[src/dsp_pkg.sv]
package dsp_pkg;
	localparam int ADDR_W = 25;
	localparam int IO_W = 16;
	localparam logic [15:0] IO_NONPAGE_TIMING = 16'h4072;
	localparam logic [15:0] IO_SHADOW_PROTECT = 16'h6072;
	localparam logic [15:0] IO_HIGH_BOUNDARY = 16'hC072;
	localparam logic [15:0] NONPAGE_RESET = 16'h0000;
	localparam logic [15:0] SHADOW_RESET = 16'h0004;
	localparam logic [15:0] BOUNDARY_RESET = 16'h0000;
	localparam logic [15:0] NONPAGE_RD_MASK = 16'h7F7F;
	localparam logic [15:0] SHADOW_RD_MASK = 16'hFF3F;
	localparam logic [15:0] BOUNDARY_RD_MASK = 16'h00FF;
	// shadow_and_write_protect fields
	localparam int LOWDIS_LSB = 14;
	localparam int HIPROT_BIT = 13;
	localparam int SHPROT_BIT = 12;
	localparam int PARINV_BIT = 11;
	localparam int PAROVR_BIT = 10;
	localparam int SHADOW_LSB = 8;
	localparam int VIDSZ_LSB = 4;
	localparam int PROM_LSB = 2;
	localparam int POINTER_LSB = 0;
	// nonpage_dram_timing fields
	localparam int RASMODE_LSB = 13;
	localparam int RAWDIS_BIT = 12;
	localparam int WRDEL_LSB = 10;
	localparam int RDDEL_LSB = 8;
	localparam int RASHLD_LSB = 5;
	localparam int CASW_LSB = 2;
	localparam int MINWS_LSB = 0;
	localparam logic [1:0] RAS_FROM_STATUS = 2'b11;
	// address map
	localparam logic [ADDR_W-1:0] LOW_TOP = 25'h00A0000;
	localparam logic [ADDR_W-1:0] LOW_128K = 25'h0020000;
	localparam logic [ADDR_W-1:0] LOW_256K = 25'h0040000;
	localparam logic [ADDR_W-1:0] LOW_512K = 25'h0080000;
	localparam logic [ADDR_W-1:0] VIDEO_BASE = 25'h00C0000;
	localparam logic [ADDR_W-1:0] VIDEO_TOP = 25'h00CFFFF;
	localparam logic [ADDR_W-1:0] SEG_E_BASE = 25'h00E0000;
	localparam logic [ADDR_W-1:0] SEG_F_BASE = 25'h00F0000;
	localparam logic [ADDR_W-1:0] SEG_F_TOP = 25'h00FFFFF;
	localparam logic [ADDR_W-1:0] HI_E_BASE = 25'h0FE0000;
	localparam logic [ADDR_W-1:0] HI_F_BASE = 25'h0FF0000;
	localparam logic [ADDR_W-1:0] HI_F_TOP = 25'h0FFFFFF;
	localparam int VID_STEP_LSB = 14;
	// timing, counted in half processor clocks (one clk_i cycle each)
	localparam int CNT_W = 5;
	localparam logic [CNT_W-1:0] HALF_ONE = 5'h02;
	localparam logic [CNT_W-1:0] RAS_PRECHARGE = 5'h06;
	localparam logic [CNT_W-1:0] STATUS_MID = 5'h01;
	localparam int CLK_PERIOD_NS = 50;
	localparam longint BOOST_TIME_MS = 1000;
	localparam longint BOOST_CYCLES = BOOST_TIME_MS * 64'd1000000 / CLK_PERIOD_NS;
	localparam int BOOST_W = 25;
	localparam int TUNE_W = 4;
	localparam logic [TUNE_W-1:0] TUNE_RESET = 4'h1;
	typedef enum logic [2:0] {
		DSP_IDLE = 3'b000,
		DSP_START = 3'b001,
		DSP_ROWCAS = 3'b010,
		DSP_CAS = 3'b011,
		DSP_HOLD = 3'b100
	} dsp_state_e;
endpackage

[src/dsp_range.sv]
`timescale 1ns/10ps
`default_nettype none
// inclusive address window compare
module dsp_range import dsp_pkg::*; #(
	parameter logic [ADDR_W-1:0] LO = '0,
	parameter logic [ADDR_W-1:0] HI = '0
) (
	input wire logic [ADDR_W-1:0] addr_i,
	output logic hit_o
);
	assign hit_o = (addr_i >= LO) && (addr_i <= HI);
endmodule
`default_nettype wire

[src/dsp_ctrl.sv]
// Summary of operation
// RULE1: low_memory_disable 01/10/11 disables on-board memory from 512K/256K/128K to 640K.
// RULE2: high_region_protect_enable blocks writes above the high boundary register.
// RULE3: boundary register bits 7..0 hold A24..A17, compared against access address.
// RULE4: shadow protect bit write-protects shadowed BIOS regions in DRAM.
// RULE5: parity_invert makes on-board DRAM writes carry inverted parity.
// RULE6: parity_check_override disables parity checking regardless of port 061.
// RULE7: bios_shadow_select picks none, F segment, E-F segments, or F plus video.
// RULE8: shadow code 11 places video shadow at 0C0000, sized by video_rom_size.
// RULE9: video_rom_size selects a 16K, 32K, 48K or 64K video window.
// RULE10: prom layout 00 selects PROM at 0E0000-0FFFFF and FE0000-FFFFFF.
// RULE11: prom layout 01 selects PROM at 0F0000-0FFFFF and FF0000-FFFFFF.
// RULE12: prom layout 10 adds a video PROM window at 0C0000 sized by video size.
// RULE13: selected pointer interrupt with auto speed on boosts CPU speed one second.
// RULE14: DMA/master strobes use a tuned delay, RAS starts from memory command.
// RULE15: timing register writes take effect immediately.
// RULE16: ras_start_mode 00 starts RAS at once, 11 from status strobe middle.
// RULE17: interleaved same-bank back-to-back access delays RAS for three clocks precharge.
// RULE18: raw_wait_disable 0 adds read-after-write waits, 1 adds none.
// RULE19: CAS delays 1 to 2.5 clocks; codes 01/10 shorten CAS pulse half clock.
// RULE20: RAS hold after CAS 1 to 2.5 clocks, less half for odd delays.
// RULE21: cas_pulse_width selects 1 to 4.5 clocks in half-clock steps.
// RULE22: minimum wait 0-3 plus read +1/+2/+3 and write +1 extras.
// RULE23: writes into enabled protected regions suppress DRAM write strobes.
`timescale 1ns/10ps
`default_nettype none
module dsp_ctrl import dsp_pkg::*; #(
	parameter logic [BOOST_W-1:0] BOOST_COUNT = BOOST_W'(BOOST_CYCLES)
) (
	input wire logic clk_i,
	input wire logic rst_i,
	input wire logic [15:0] io_addr_i,
	input wire logic io_wr_i,
	input wire logic io_rd_i,
	input wire logic [IO_W-1:0] io_wdata_i,
	output logic [IO_W-1:0] io_rdata_o,
	input wire logic [ADDR_W-1:0] mem_addr_i,
	input wire logic status_strobe_zero_n_i,
	input wire logic status_strobe_one_n_i,
	input wire logic memory_read_command_n_i,
	input wire logic memory_write_command_n_i,
	input wire logic dma_cycle_i,
	input wire logic dram_select_i,
	input wire logic [1:0] bank_i,
	input wire logic interleave_i,
	input wire logic ems_interleave_wait_i,
	input wire logic port061_parity_enable_i,
	input wire logic delay_reference_clock_i,
	input wire logic auto_speed_enable_i,
	input wire logic irq12_i,
	input wire logic irq4_i,
	input wire logic irq3_i,
	output logic onboard_enable_o,
	output logic shadow_hit_o,
	output logic write_protect_hit_o,
	output logic dram_write_enable_o,
	output logic parity_invert_o,
	output logic parity_check_enable_o,
	output logic prom_chip_select_o,
	output logic speed_boost_o,
	output logic ras_o,
	output logic cas_o,
	output logic [2:0] wait_states_o
);
	typedef struct packed {
		logic [15:0] nonpage;
		logic [15:0] shadow;
		logic [15:0] bound;
		logic [IO_W-1:0] rdata;
		dsp_state_e state;
		logic [CNT_W-1:0] cnt;
		logic [CNT_W-1:0] pre;
		logic [1:0] last_bank;
		logic last_write;
		logic cur_write;
		logic [2:0] ws;
		logic ras;
		logic cas;
		logic strobe_prev;
		logic cmd_prev;
		logic [2:0] irq_prev;
		logic [BOOST_W-1:0] boost;
		logic ref_prev;
		logic [TUNE_W-1:0] tune_cnt;
		logic [TUNE_W-1:0] tune;
	} dsp_state_s;

	dsp_state_s st_q, st_d;

	logic hit_low, hit_vid, hit_e, hit_f, hit_hi_e, hit_hi_f, vid_in;
	logic shadow_hit, hi_hit, prot_hit, rom_hit, is_write, strobe_act, cmd_act;
	logic [1:0] lowdis, bios_shadow_select, vsz, prom, mode, wrdel, rddel, hld, minws, del;
	logic [2:0] casw;
	logic [ADDR_W-1:0] low_lo;
	logic [CNT_W-1:0] rcd_len, cas_len, hold_len, start_len;
	logic [2:0] sel_irq;
	logic cyc_start;

	dsp_range #(.LO(LOW_128K), .HI(LOW_TOP - 25'h1)) u_low (
		.addr_i(mem_addr_i),
		.hit_o(hit_low)
	);
	dsp_range #(.LO(VIDEO_BASE), .HI(VIDEO_TOP)) u_vid (.addr_i(mem_addr_i), .hit_o(hit_vid));
	dsp_range #(.LO(SEG_E_BASE), .HI(SEG_F_TOP)) u_e (.addr_i(mem_addr_i), .hit_o(hit_e));
	dsp_range #(.LO(SEG_F_BASE), .HI(SEG_F_TOP)) u_f (.addr_i(mem_addr_i), .hit_o(hit_f));
	dsp_range #(.LO(HI_E_BASE), .HI(HI_F_TOP)) u_he (.addr_i(mem_addr_i), .hit_o(hit_hi_e));
	dsp_range #(.LO(HI_F_BASE), .HI(HI_F_TOP)) u_hf (.addr_i(mem_addr_i), .hit_o(hit_hi_f));

	always_comb begin
		lowdis = st_q.shadow[LOWDIS_LSB +: 2];
		bios_shadow_select = st_q.shadow[SHADOW_LSB +: 2];
		vsz = st_q.shadow[VIDSZ_LSB +: 2];
		prom = st_q.shadow[PROM_LSB +: 2];
		mode = st_q.nonpage[RASMODE_LSB +: 2];
		wrdel = st_q.nonpage[WRDEL_LSB +: 2];
		rddel = st_q.nonpage[RDDEL_LSB +: 2];
		hld = st_q.nonpage[RASHLD_LSB +: 2];
		casw = st_q.nonpage[CASW_LSB +: 3];
		minws = st_q.nonpage[MINWS_LSB +: 2];
		is_write = ~status_strobe_zero_n_i | ~memory_write_command_n_i;
		// low memory disable limit
		case (lowdis) // RULE1
			2'b01: low_lo = LOW_512K;
			2'b10: low_lo = LOW_256K;
			2'b11: low_lo = LOW_128K;
			default: low_lo = LOW_TOP;
		endcase
		onboard_enable_o = ~(hit_low && (mem_addr_i >= low_lo)); // RULE1
		// video window top follows the size field in 16K steps
		vid_in = hit_vid && (mem_addr_i[VID_STEP_LSB +: 2] <= vsz); // RULE9
		case (bios_shadow_select) // RULE7
			2'b01: shadow_hit = hit_f;
			2'b10: shadow_hit = hit_e;
			2'b11: shadow_hit = hit_f | vid_in; // RULE8
			default: shadow_hit = 1'b0;
		endcase
		hi_hit = mem_addr_i[ADDR_W-1:17] > st_q.bound[7:0]; // RULE3
		prot_hit = (st_q.shadow[HIPROT_BIT] & hi_hit) // RULE2
			| (st_q.shadow[SHPROT_BIT] & shadow_hit); // RULE4
		case (prom)
			2'b00: rom_hit = hit_e | hit_hi_e; // RULE10
			2'b01: rom_hit = hit_f | hit_hi_f; // RULE11
			2'b10: rom_hit = hit_f | hit_hi_f | vid_in; // RULE12
			default: rom_hit = 1'b0;
		endcase
		// shadowed copies are served from DRAM; top-of-space ROM never shadows
		prom_chip_select_o = rom_hit & ~(shadow_hit & ~hit_hi_e);
		shadow_hit_o = shadow_hit;
		write_protect_hit_o = prot_hit;
		dram_write_enable_o = is_write & dram_select_i & ~prot_hit; // RULE23
		parity_invert_o = st_q.shadow[PARINV_BIT]; // RULE5
		parity_check_enable_o = port061_parity_enable_i & ~st_q.shadow[PAROVR_BIT]; // RULE6
		case (st_q.shadow[POINTER_LSB +: 2]) // RULE13
			2'b01: sel_irq = 3'b001;
			2'b10: sel_irq = 3'b010;
			2'b11: sel_irq = 3'b100;
			default: sel_irq = 3'b000;
		endcase
		speed_boost_o = (st_q.boost != '0) & auto_speed_enable_i; // RULE13
		ras_o = st_q.ras;
		cas_o = st_q.cas;
		wait_states_o = st_q.ws;
		io_rdata_o = st_q.rdata;
	end

	always_comb begin
		st_d = st_q;
		strobe_act = ~status_strobe_zero_n_i | ~status_strobe_one_n_i;
		cmd_act = ~memory_read_command_n_i | ~memory_write_command_n_i;
		// register port: writes act on the next edge
		if (io_wr_i) begin
			case (io_addr_i)
				IO_NONPAGE_TIMING: st_d.nonpage = io_wdata_i & NONPAGE_RD_MASK; // RULE15
				IO_SHADOW_PROTECT: st_d.shadow = io_wdata_i & SHADOW_RD_MASK;
				IO_HIGH_BOUNDARY: st_d.bound = io_wdata_i & BOUNDARY_RD_MASK; // RULE3
				default: ;
			endcase
		end
		if (io_rd_i) begin
			case (io_addr_i)
				IO_NONPAGE_TIMING: st_d.rdata = st_q.nonpage;
				IO_SHADOW_PROTECT: st_d.rdata = st_q.shadow;
				IO_HIGH_BOUNDARY: st_d.rdata = st_q.bound;
				default: st_d.rdata = '0;
			endcase
		end
		// pointer speed-up timer restarts on each selected interrupt edge
		st_d.irq_prev = {irq3_i, irq4_i, irq12_i};
		if (|(sel_irq & {irq3_i, irq4_i, irq12_i} & ~st_q.irq_prev)) begin
			st_d.boost = BOOST_COUNT; // RULE13
		end else if (st_q.boost != '0) begin
			st_d.boost = st_q.boost - BOOST_W'(1);
		end
		// self-tuned delay: clk_i cycles per reference period
		st_d.ref_prev = delay_reference_clock_i;
		if (delay_reference_clock_i & ~st_q.ref_prev) begin
			st_d.tune = (st_q.tune_cnt == '0) ? TUNE_RESET : st_q.tune_cnt; // RULE14
			st_d.tune_cnt = '0;
		end else if (st_q.tune_cnt != '1) begin
			st_d.tune_cnt = st_q.tune_cnt + TUNE_W'(1);
		end
		// strobe lengths in half clocks
		del = is_write ? wrdel : rddel;
		rcd_len = HALF_ONE + CNT_W'(del); // RULE19
		cas_len = HALF_ONE + CNT_W'(casw) - CNT_W'(del == 2'b01 || del == 2'b10); // RULE21 RULE19
		hold_len = HALF_ONE + CNT_W'(hld) - CNT_W'(del[0]); // RULE20
		if (dma_cycle_i) begin
			start_len = CNT_W'(st_q.tune); // RULE14
		end else if (mode == RAS_FROM_STATUS) begin
			start_len = STATUS_MID; // RULE16
		end else begin
			start_len = '0; // RULE16
		end
		// only a pending precharge may stretch the start; the remainder must not wrap
		if (interleave_i && bank_i == st_q.last_bank && st_q.pre < RAS_PRECHARGE
			&& (RAS_PRECHARGE - st_q.pre) > start_len) begin
			start_len = RAS_PRECHARGE - st_q.pre; // RULE17
		end
		st_d.strobe_prev = strobe_act;
		st_d.cmd_prev = cmd_act;
		cyc_start = dram_select_i && (dma_cycle_i ? (cmd_act & ~st_q.cmd_prev) // RULE14
			: (strobe_act & ~st_q.strobe_prev));
		if (!st_q.ras && st_q.pre != '1) begin
			st_d.pre = st_q.pre + CNT_W'(1);
		end
		case (st_q.state)
			DSP_IDLE: begin
				if (cyc_start) begin
					st_d.cur_write = is_write;
					st_d.ws = {1'b0, minws}; // RULE22
					if (!is_write && st_q.last_write && !st_q.nonpage[RAWDIS_BIT]) begin
						st_d.ws = st_d.ws + 3'h1; // RULE18 RULE22
					end
					if (ems_interleave_wait_i) begin
						st_d.ws = st_d.ws + (is_write ? 3'h1 : 3'h2); // RULE22
					end
					st_d.cnt = start_len;
					st_d.state = DSP_START;
				end
			end
			DSP_START: begin
				if (st_q.cnt == '0) begin
					st_d.ras = 1'b1;
					st_d.last_bank = bank_i;
					st_d.cnt = rcd_len - CNT_W'(1);
					st_d.state = DSP_ROWCAS;
				end else begin
					st_d.cnt = st_q.cnt - CNT_W'(1);
				end
			end
			DSP_ROWCAS: begin
				if (st_q.cnt == '0) begin
					st_d.cas = 1'b1;
					st_d.cnt = cas_len - CNT_W'(1);
					st_d.state = DSP_CAS;
				end else begin
					st_d.cnt = st_q.cnt - CNT_W'(1);
				end
			end
			DSP_CAS: begin
				if (st_q.cnt == '0) begin
					st_d.cas = 1'b0;
					st_d.cnt = hold_len - CNT_W'(1);
					st_d.state = DSP_HOLD;
				end else begin
					st_d.cnt = st_q.cnt - CNT_W'(1);
				end
			end
			DSP_HOLD: begin
				if (st_q.cnt == '0) begin
					st_d.ras = 1'b0;
					st_d.pre = '0;
					st_d.last_write = st_q.cur_write;
					st_d.state = DSP_IDLE;
				end else begin
					st_d.cnt = st_q.cnt - CNT_W'(1);
				end
			end
			default: begin
				st_d.state = DSP_IDLE;
				st_d.ras = 1'b0;
				st_d.cas = 1'b0;
			end
		endcase
	end

	always_ff @(posedge clk_i) begin
		if (rst_i) begin
			st_q <= '0;
			st_q.nonpage <= NONPAGE_RESET;
			st_q.shadow <= SHADOW_RESET;
			st_q.bound <= BOUNDARY_RESET;
			st_q.state <= DSP_IDLE;
			st_q.pre <= RAS_PRECHARGE;
			st_q.tune <= TUNE_RESET;
		end else begin
			st_q <= st_d;
		end
	end
endmodule
`default_nettype wire

[config.mk]
export PLATFORM = sky130hd
export DESIGN_NAME = dsp_ctrl
export DESIGN_NICKNAME = d
export VERILOG_FILES = /design/src/dsp_pkg.sv /design/src/dsp_range.sv /design/src/dsp_ctrl.sv
export SDC_FILE = /design/constraint.sdc
export NUM_CORES = 1
export LEC_CHECK = 0
export BUFFER_PORTS_ARGS = -buffer_cell sky130_fd_sc_hd__buf_4
export CORE_MARGIN = 2
export CORE_UTILIZATION = 51
export DETAILED_ROUTE_END_ITERATION = 8
export PLACE_DENSITY = 0.83
export SETUP_SLACK_MARGIN = 0.3
export SLEW_MARGIN = 20
export SYNTH_ARGS = -nofsm -noshare
export SYNTH_HDL_FRONTEND = slang
export SYNTH_HIERARCHICAL = 1
export SYNTH_SLANG_ARGS = --single-unit
[constraint.sdc]
create_clock -name clk_i -period 2.4 [get_ports clk_i]
set_input_delay 0.24 -clock clk_i [delete_from_list [all_inputs] [get_ports clk_i]]
set_output_delay 0.24 -clock clk_i [all_outputs]
set_load 0.02 [all_outputs]
==> results by group, run 1 <==
Run status
  • Status: finished with violations
  • Failing checks: negative setup slack

Synthesis
  • Sequential-to-total area share from yosys stat: 36.29%
  • EDFF count, synth: 0
  • Mapped Cells: 713
  • Dominant register cell in the synthesized netlist: dfxtp_1
  • Post-Syn Area: 0.006233 sq mm
  • Count of cell types in the netlist: 66
  • FF+latch count, synth: 113
  • Syn nets: 829
  • Mean post-synth cell area: 8.743 sq um
  • Synth warn: 6
  • Post-synth ARST share: 0%

Finish
  • Layout Cells excl Fill: 1010
  • ANT cells: 0
  • Fraction of layout cells with a size suffix above 1: 36.15%
  • Layout Nets: 967
  • Layout area overhead: 39.96%
  • Design area: 0.008725 sq mm
  • Utilization after layout: 72.94%

Worst setup path
  • Crit path cell chain: inv_2, ha_4, inv_2, ha_4, nor4b_4, nand4_1, nor4_2, o31a_1, o41ai_2, buf_4
  • Crit Path Class: flip-flop to output port
  • Reg2reg path depth: 10
  • WP buf/inv: 3
  • Worst reg2reg path startpoint: st_q[48]
  • Worst-path fanout max: 3
  • CP startpoint kind: flip-flop
  • Worst setup endpoint: onboard_enable_o
  • Largest stage delay on the critical path: 350 ps
  • Critical Path AT: 2290 ps
  • Cell family with most CP delay: adder cells
  • Crit path depth: 10
  • WP data required: 2160 ps
  • Crit path max-delay cell type: dfxtp_2
  • Setup crit start: lowdis[1]
  • CP endpoint kind: output port
  • Flop-to-flop setup slack: -100 ps
  • Worst r2r dst: st_q[53]

Routing
  • Remaining DRCs: 0
  • Drt wl/cell: 18.60 um
  • Drt total wl: 18780 um
  • Vias post-DR: 5973
  • Vias/cell: 5.914
  • DRT Pass-1 Iters: 8
  • Initial drt markers: 461
  • Final ANT Viol Nets: 0

Place
  • Final GP Congestion: 0.9064
  • Cells after DPL: 945
  • HPWL after DPL: 11350 um
  • Placed Area: 0.007258 sq mm
  • Port Buf Inserts: 105

STA
  • Final setup margin: -133.0 ps
  • RSZ-0062 raised after global routing: true
  • Setup Skew: 6.619 ps
  • Least-Margin Pin Slew: 833.3 ps
  • Final setup vio count: 6
  • Fin crit period: 2533 ps
  • Final Hold Viols: 0
  • Max-Slew Margin vs Limit: 44.24%
  • Slew Limit Fails: 0
  • Final clock period utilization by the worst path: 105.5%
  • Fmax: 0.3948 GHz

Clocking
  • H-tree lvl count: 4
  • CTS tree: done
  • CTS sink count: 113
  • CTS Hold Bufs: 0
  • CTS max path bufs: 2
  • Worst-Skew Late Latency: 420 ps
  • Clk pin slew, worst setup/hold paths: 50 ps
  • Clock Tree Root: clkbuf_16
  • TritonCTS Buffers: 17

Power
  • Max VDD drop: 722.1 uV
  • Leak: 3.724 nW
  • Pwr Density: 1069 mW/mm^2

Floorplan
  • Die area: 0.01312 sq mm
  • Core Region: 0.01196 sq mm
  • Row cnt: 40
  • Starting Density: 52.11%
  • Die height: 114.6 um
  • Die W: 114.6 um
  • Io pins: 106

GRT
  • Vias in the first global route: 5668
  • Antenna violations before repair: 0
  • First-pass GRT wire length: 27610 um
  • Gr usage total: 26.65%
  • Total gr overflow: 0
  • Pin count of the biggest net entering global routing: 32

Worst hold path
  • Min-delay worst type: primary input to flip-flop

Run
  • Max-Cap Viols: 0
placed cells by master (no fill, tap or decap), types with 11 or more instances in the layout:
cell type / count
buf_4: 147
dfxtp_1: 99
nor2_1: 91
mux2i_1: 59
nand2_1: 49
xnor2_1: 28
a21oi_1: 26
inv_1: 25
o21ai_0: 22
ha_1: 20
clkbuf_16: 17
ha_4: 15
nor3_1: 14
nor2b_1: 12
buf_6: 12
inv_2: 11
dfxtp_2: 11
logic make-up after synthesis:
| family | after synthesis | synth area share, % |
|---|---|---|
| AOI/OAI and AO/OA | 112 | 11.98 |
| xor gates and xnor gates | 37 | 5.199 |
| adders and majority gates | 39 | 7.949 |
| buffers and inverters | 80 | 6.242 |
| DFF | 113 | 36.29 |
| muxes | 64 | 10.38 |
| and+or+nand+nor | 268 | 21.96 |
power breakdown:
| part | total, mW | internal (mW) | switching, mW |
|---|---|---|---|
| registers | 2.54 | 2.18 | 0.353 |
| logic | 4.14 | 2.01 | 2.13 |
| clock network | 2.65 | 1.76 | 0.893 |
worst register-to-register path, stage by stage, from the launching register on:
cell,delay [ps]
dfxtp_4,370
ha_4,180
xnor2_2,140
ha_1,320
a211oi_2,270
o21ai_1,130
a21o_1,250
buf_6,140
nand4_1,130
o31ai_4,100
o41ai_2,360
worst min-delay path by stage:
stage          cells past startpoint       end  slack (ps)                startpoint
2_1_floorplan                      1  st_q[37]         330  memory_write_command_n_i
3_3_place_gp                       2  st_q[37]         440   memory_read_command_n_i
3_5_place_dp                       2  st_q[38]         440     status_strobe_one_n_i
4_1_cts                            2  st_q[38]          10     status_strobe_one_n_i
5_1_grt                            2  st_q[38]           9     status_strobe_one_n_i
6_report                           2  st_q[38]          10     status_strobe_one_n_i
per-layer routing:
layer	global-route usage, %	part of all wire, %
met1	32.89	39
met3	7.358	8.4
met2	45.01	50
met5	0	0
met4	8.618	2.6
registers in the layout, indices dropped and copies added, names as in the netlist:
register,cells
io_rdata_o,16
parity_invert_o,1
ras_o,1
hld,2
mode,2
st_q,74
casw,3
minws,2
prom,2
lowdis,2
bios_shadow_select,2
wait_states_o,3
rddel,2
cas_o,1
synthesized netlist by cell type, types with 15 or more instances:
cell type	count	area [sq um]
clkbuf_1	15	56.30
xnor2_1	31	271.5
mux2i_1	59	590.6
ha_1	38	475.5
buf_4	19	142.6
o21ai_0	31	155.2
a21oi_1	31	155.2
nor2_1	99	371.6
dfxtp_1	113	2262
inv_1	35	131.4
nand2_1	50	187.7
nor2b_1	17	106.4
nor3_1	20	100.1
stage by stage:
stage	power [mW]	setup WS (ps)	hold slack, ps	TNS, ps
2_1_floorplan	4.519	267.2	331.8	0
3_3_place_gp	5.157	85.47	436.6	0
3_5_place_dp	5.226	34.34	440.7	0
4_1_cts	8.404	-112.2	10.31	-194.9
5_1_grt	9.741	-253.1	9.296	-1054
6_report	9.324	-133.0	13.07	-297.6
area by class of cell:
| class | count | area [sq um] |
|---|---|---|
| clock buffer | 22 | 494.2 |
| clock inverter | 9 | 128.9 |
| fill | 794 | 3237 |
| inverter | 37 | 138.9 |
| multi-input combinational | 520 | 4203 |
| sequential | 113 | 2287 |
| tap | 147 | 183.9 |
| timing repair buffer | 162 | 1289 |
what timing repair did:
| action | in CTS | in global routing |
|---|---|---|
| endpoints found under the setup margin | 33 | 47 |
| cloned | 1 | 0 |
| pin swaps | 35 | 47 |
| setup buffers | 12 | 21 |
| resized for setup | 70 | 64 |
| hold endpoints to repair | 0 | 0 |
Note: power is estimated with default switching activity, not from simulation.
==> run 2, diff against run 1 <==
- GPL_TIMING_DRIVEN: not set -> 0
==> run 2 against run 1 <==
Compared with the run above: the run still ends with negative setup slack left; die area is the same; global-route usage rose by 1.0 points; combinational power is 5% higher; fmax shrank 8.3%; non-clock buffer count is 19 higher; clock power decreased by 2%; critical path depth stayed put; register-to-register slack improved by 60 ps; sequential cell count unchanged; wire length grew 5.0%; critical path type unchanged; critical endpoint unchanged; largest power group unchanged; highest routed layer unchanged.
==> results by group, run 2 (synthesis results as in run 1) <==
STA
  • Final Hold Viols: 0
  • Least-Margin Pin Slew: 814.0 ps
  • Final setup margin: -363.3 ps
  • Slew Limit Fails: 0
  • Max-Slew Margin vs Limit: 45.74%
  • Fin crit period: 2763 ps
  • Setup Skew: 14.81 ps
  • Worst Hold Slack: 35.32 ps
  • Final setup vio count: 10
  • Final clock period utilization by the worst path: 115.1%
  • Fmax: 0.3619 GHz
  • RSZ-0062 raised after global routing: true

Finish
  • Commonest non-fill, non-tap cell in the layout: buf_4
  • Utilization after layout: 73.96%
  • Most frequent cells in the layout: buf_4 (144), dfxtp_1 (98), nor2_1 (89), mux2i_1 (58), nand2_1 (47)
  • Storage element area: 0.002291 sq mm
  • Multi-input gate area: 0.004273 sq mm
  • Layout Nets: 986
  • Layout area overhead: 41.93%
  • ANT cells: 0
  • Fraction of layout cells with a size suffix above 1: 36.01%
  • Fillers: 784
  • Most flops, register: st_q
  • Max reg flops: 74
  • Layout Cells excl Fill: 1030

GRT
  • First-pass GRT wire length: 28370 um
  • Pin count of the biggest net entering global routing: 17
  • Gr usage total: 27.68%
  • GR Util met1: 34.36%
  • Met2 usage: 46.71%
  • Total gr overflow: 0
  • Routing usage on met3: 6.723%
  • Antenna violations before repair: 0
  • Vias in the first global route: 5759
  • GR peak layer: met2

Clocking
  • Worst-Skew Late Latency: 430 ps
  • CTS max path bufs: 2
  • Clock Tree Root: clkbuf_16
  • TritonCTS Buffers: 17
  • CTS sink count: 113
  • H-tree lvl count: 4
  • Clk pin slew, worst setup/hold paths: 60 ps
  • CTS tree: done

Worst setup path
  • CP startpoint kind: flip-flop
  • WP data required: 2160 ps
  • CP endpoint kind: output port
  • Critical Path AT: 2520 ps
  • Worst-path fanout max: 2
  • Crit Path Class: flip-flop to output port

Floorplan
  • Row cnt: 40
  • Io pins: 106
  • Starting Density: 52.11%
  • Die area: 0.01312 sq mm
  • Core Region: 0.01196 sq mm
  • Die height: 114.6 um
  • Die W: 114.6 um

Place
  • Final GP Congestion: 0.9363
  • HPWL after DPL: 11570 um
  • Port Buf Inserts: 104
  • Cells after DPL: 964
  • Dpl ws: -36.63 ps

Power
  • Clock share of power: 27.3%
  • Logic pwr share: 45.7%
  • Sw Share: 37.42%
  • Int Pwr: 5.932 mW
  • Seq pwr share: 27.1%
  • Leak: 3.738 nW
  • Max VDD drop: 748.0 uV
  • Net Sw Power: 3.547 mW
  • Pwr Density: 1072 mW/mm^2

Run
  • Max-Cap Viols: 0

Routing
  • Remaining DRCs: 0
  • Vias post-DR: 6170
  • Drt total wl: 19720 um
  • Vias/cell: 5.990
  • Final ANT Viol Nets: 0
  • Drt wl/cell: 19.14 um
  • DRT Pass-1 Iters: 6
  • Initial drt markers: 538

Run status
  • Failing checks: negative setup slack
  • Status: finished with violations

Worst hold path
  • Min-delay worst type: primary input to flip-flop
run 2: changes by cell type in the layout (fill, tap and decap cells not counted), moves of 4 or more:
cell,before,now
clkbuf_1,0,15
nor3_4,2,6
buf_1,0,5
clkbuf_8,5,1
run 2: area by class of cell:
cell class | count | share of cell area (%)
Inverter | 37 | 1.655
Buffer | 43 | 2.913
Clock inverter | 13 | 1.824
Multi-Input combinational cell | 520 | 48.30
Clock buffer | 19 | 5.006
Sequential cell | 113 | 25.89
Tap cell | 147 | 2.079
Timing Repair Buffer | 138 | 12.33
run 2: repair_timing:
item / 4_1_cts / 5_1_grt
pin swaps: 36 / 43
endpoints found under the setup margin: 36 / 45
buffers inserted: 21 / 9
hold buffers: 2 / 0
endpoints found under the hold margin: 2 / 0
gates resized for setup: 90 / 62
cloned: 2 / 0
run 2: metrics by stage:
step                total power [mW]  TNS, ps  cell area (sq um)
floorplan                      4.519        0               6351
global placement               5.074   -4.711               7316
detailed placement             5.146   -50.42               7316
CTS                            8.605   -596.4               8491
global route                   9.922    -1594               8847
finish                         9.480   -688.1               8847
run 2: routing by layer:
| metal | vias up | part of all wire, % | routed length (um) |
|---|---|---|---|
| met1 | 2932 | 39 | 7701 |
| li1 | 2825 | - | - |
| met5 | - | 0 | 0 |
| met4 | 0 | 4.0 | 786 |
| met2 | 332 | 48 | 9542 |
| met3 | 81 | 8.6 | 1687 |
run 2: power groups by stage:
stage | combinational, mW | sequential, mW | clock, mW
finish | 4.33 | 2.57 | 2.59
global route | 4.63 | 2.60 | 2.69
CTS | 3.52 | 2.48 | 2.60
detailed placement | 2.65 | 2.49 | 0
global placement | 2.59 | 2.48 | 0
floorplan | 2.07 | 2.45 | 0
run 2: worst paths after layout:
kind | from | end | slack [ps] | cells after the start
hold / removal | irq4_i | st_q[35] | 40 | 2
setup reg to reg | mode[0] | st_q[54] | -40 | 10
setup / recovery | lowdis[0] | onboard_enable_o | -360 | 10
hold reg to reg | io_rdata_o[9] | io_rdata_o[9] | 460 | 2
run 2: critical path: stages, from the launching register on:
cell,delay (ps)
dfxtp_2,330
inv_2,80
ha_1,160
inv_1,40
ha_1,300
nor4b_2,270
nand4_1,210
nor4_2,290
o31a_1,190
o41ai_2,60
buf_4,170
==> run 3, diff against run 2 <==
- CORE_ASPECT_RATIO: not set -> 0.75
- MAX_ROUTING_LAYER: not set -> met4
==> run 3 against run 2 <==
Compared with the run above: the run still ends with negative setup slack left; non-clock buffer count decreased by 8; clock-buffer cell count unchanged; critical endpoint unchanged; cell count increased by 0.68%; fmax increased by 7.8%; critical path type unchanged; cell area unchanged; wire length decreased by 1.1%; core utilization increased by 1.4 points; die area about the same.
==> results by group, run 3 (synthesis results as in run 1) <==
Worst setup path
  • Largest stage delay on the critical path: 390 ps
  • Crit path cell chain: inv_4, ha_4, inv_2, ha_4, nor4b_4, nand4_1, nor4_2, o31a_1, o41ai_2, buf_4
  • Crit path max-delay cell type: dfxtp_4
  • Worst-path fanout max: 4
  • Most frequent CP cell: ha_4
  • CP startpoint kind: flip-flop
  • Cell family with most CP delay: simple AND/OR/NAND/NOR gates
  • WP data required: 2160 ps
  • Crit path depth: 10
  • Critical Path AT: 2320 ps
  • WP buf/inv: 3
  • CP endpoint kind: output port
  • Crit Path Class: flip-flop to output port
  • Reg2reg path depth: 10

Clocking
  • CTS tree: done
  • TritonCTS Buffers: 17
  • Clk pin slew, worst setup/hold paths: 60 ps
  • Worst-Skew Late Latency: 420 ps
  • H-tree lvl count: 4
  • CTS max path bufs: 2
  • Clock Tree Root: clkbuf_16
  • CTS sink count: 113

Routing
  • Initial drt markers: 663
  • Vias post-DR: 6182
  • Vias/cell: 5.961
  • Drt wl/cell: 18.81 um
  • DRT Pass-1 Iters: 5
  • Remaining DRCs: 0
  • Drt total wl: 19510 um
  • Final ANT Viol Nets: 0

Finish
  • Layout Cells excl Fill: 1037
  • Commonest non-fill, non-tap cell in the layout: buf_4
  • Most flops, register: st_q
  • Fillers: 748
  • Layout area overhead: 41.93%
  • Most frequent cells in the layout: buf_4 (136), dfxtp_1 (100), nor2_1 (89), mux2i_1 (59), nand2_1 (48)
  • Max reg flops: 74
  • ANT cells: 0
  • Layout Nets: 978
  • Fraction of layout cells with a size suffix above 1: 36.00%

Run status
  • Status: finished with violations
  • Failing checks: negative setup slack

Floorplan
  • Die height: 99.75 um
  • Row cnt: 34
  • Io pins: 106
  • Starting Density: 53.09%
  • Die area: 0.01313 sq mm
  • Core Region: 0.01174 sq mm
  • Die W: 131.7 um

STA
  • Least-Margin Pin Slew: 734.8 ps
  • Fin crit period: 2564 ps
  • Slew Limit Fails: 0
  • RSZ-0062 raised after global routing: true
  • Final Hold Viols: 0
  • Final clock period utilization by the worst path: 106.8%
  • Final setup vio count: 16
  • Setup Skew: 6.766 ps
  • Final setup margin: -164.2 ps
  • Max-Slew Margin vs Limit: 51.02%
  • Fmax: 0.3900 GHz

Place
  • Dpl ws: -32.51 ps
  • Final GP Congestion: 0.9806
  • Port Buf Inserts: 104
  • Cells after DPL: 979
  • HPWL after DPL: 11660 um

GRT
  • First-pass GRT wire length: 29290 um
  • Antenna violations before repair: 0
  • Vias in the first global route: 5873
  • Gr usage total: 28.47%
  • Total gr overflow: 0
  • Pin count of the biggest net entering global routing: 17

Power
  • Pwr Density: 1078 mW/mm^2
  • Leak: 3.706 nW
  • Max VDD drop: 1124 uV

Run
  • Max-Cap Viols: 0

Worst hold path
  • Min-delay worst type: primary input to flip-flop
  • Hold path depth: 2
run 3: cell count changes in the layout (fill, tap and decap cells not counted), moves of 3 or more:
cell	before	now
buf_4	144	136
ha_4	14	17
dfxtp_2	11	8
inv_6	1	5
a21oi_1	27	23
a21oi_2	4	8
run 3: metal layers:
metal  GRT usage (%)  vias up  routed length, um
li1                -     2816                  -
met1           36.00     2948               8232
met2           46.03      338               9220
met3           5.199       80               1374
met4           10.28        0                680
met5               -        -                  0
run 3: worst paths after layout:
path	start	end	slack, ps
min reg2reg	io_rdata_o[10]	io_rdata_o[10]	450
max reg2reg	st_q[9]	st_q[29]	-70
max	lowdis[0]	onboard_enable_o	-160
min	memory_read_command_n_i	st_q[37]	5
run 3: cell type report:
cell class	count	area (sq um)	area share [%]
Tap cell	162	202.7	2.291
Sequential cell	113	2291	25.89
Timing Repair Buffer	130	1025	11.58
Multi-Input combinational cell	520	4329	48.93
Clock inverter	13	147.6	1.669
Buffer	43	255.2	2.885
Inverter	37	143.9	1.626
Clock buffer	19	452.9	5.119
run 3: timing repair:
action,4_1_cts,5_1_grt
hold buffers,0,0
gates cloned,2,0
pin swaps,38,39
buffers inserted,18,6
endpoints found under the setup margin,36,49
gates resized for setup,94,63
run 3: power breakdown:
group          switching (mW)  total (mW)  internal, mW
combinational            2.31        4.39          2.09
sequential              0.390        2.57          2.18
clock                   0.972        2.57          1.60
run 3: per-stage QoR:
step / total power [mW] / TNS (ps) / utilization (%) / cell area [sq um] / hold slack [ps]
5_1_grt: 9.975 / -2403 / 75.35 / 8847 / 19.30
6_report: 9.534 / -620.1 / 75.35 / 8847 / 4.858
4_1_cts: 8.752 / -345.3 / 72.24 / 8482 / 5.952
3_5_place_dp: 5.145 / -53.78 / 62.47 / 7335 / 431.8
3_3_place_gp: 5.091 / -17.37 / 62.47 / 7335 / 431.7
2_1_floorplan: 4.519 / 0 / - / 6351 / 331.8
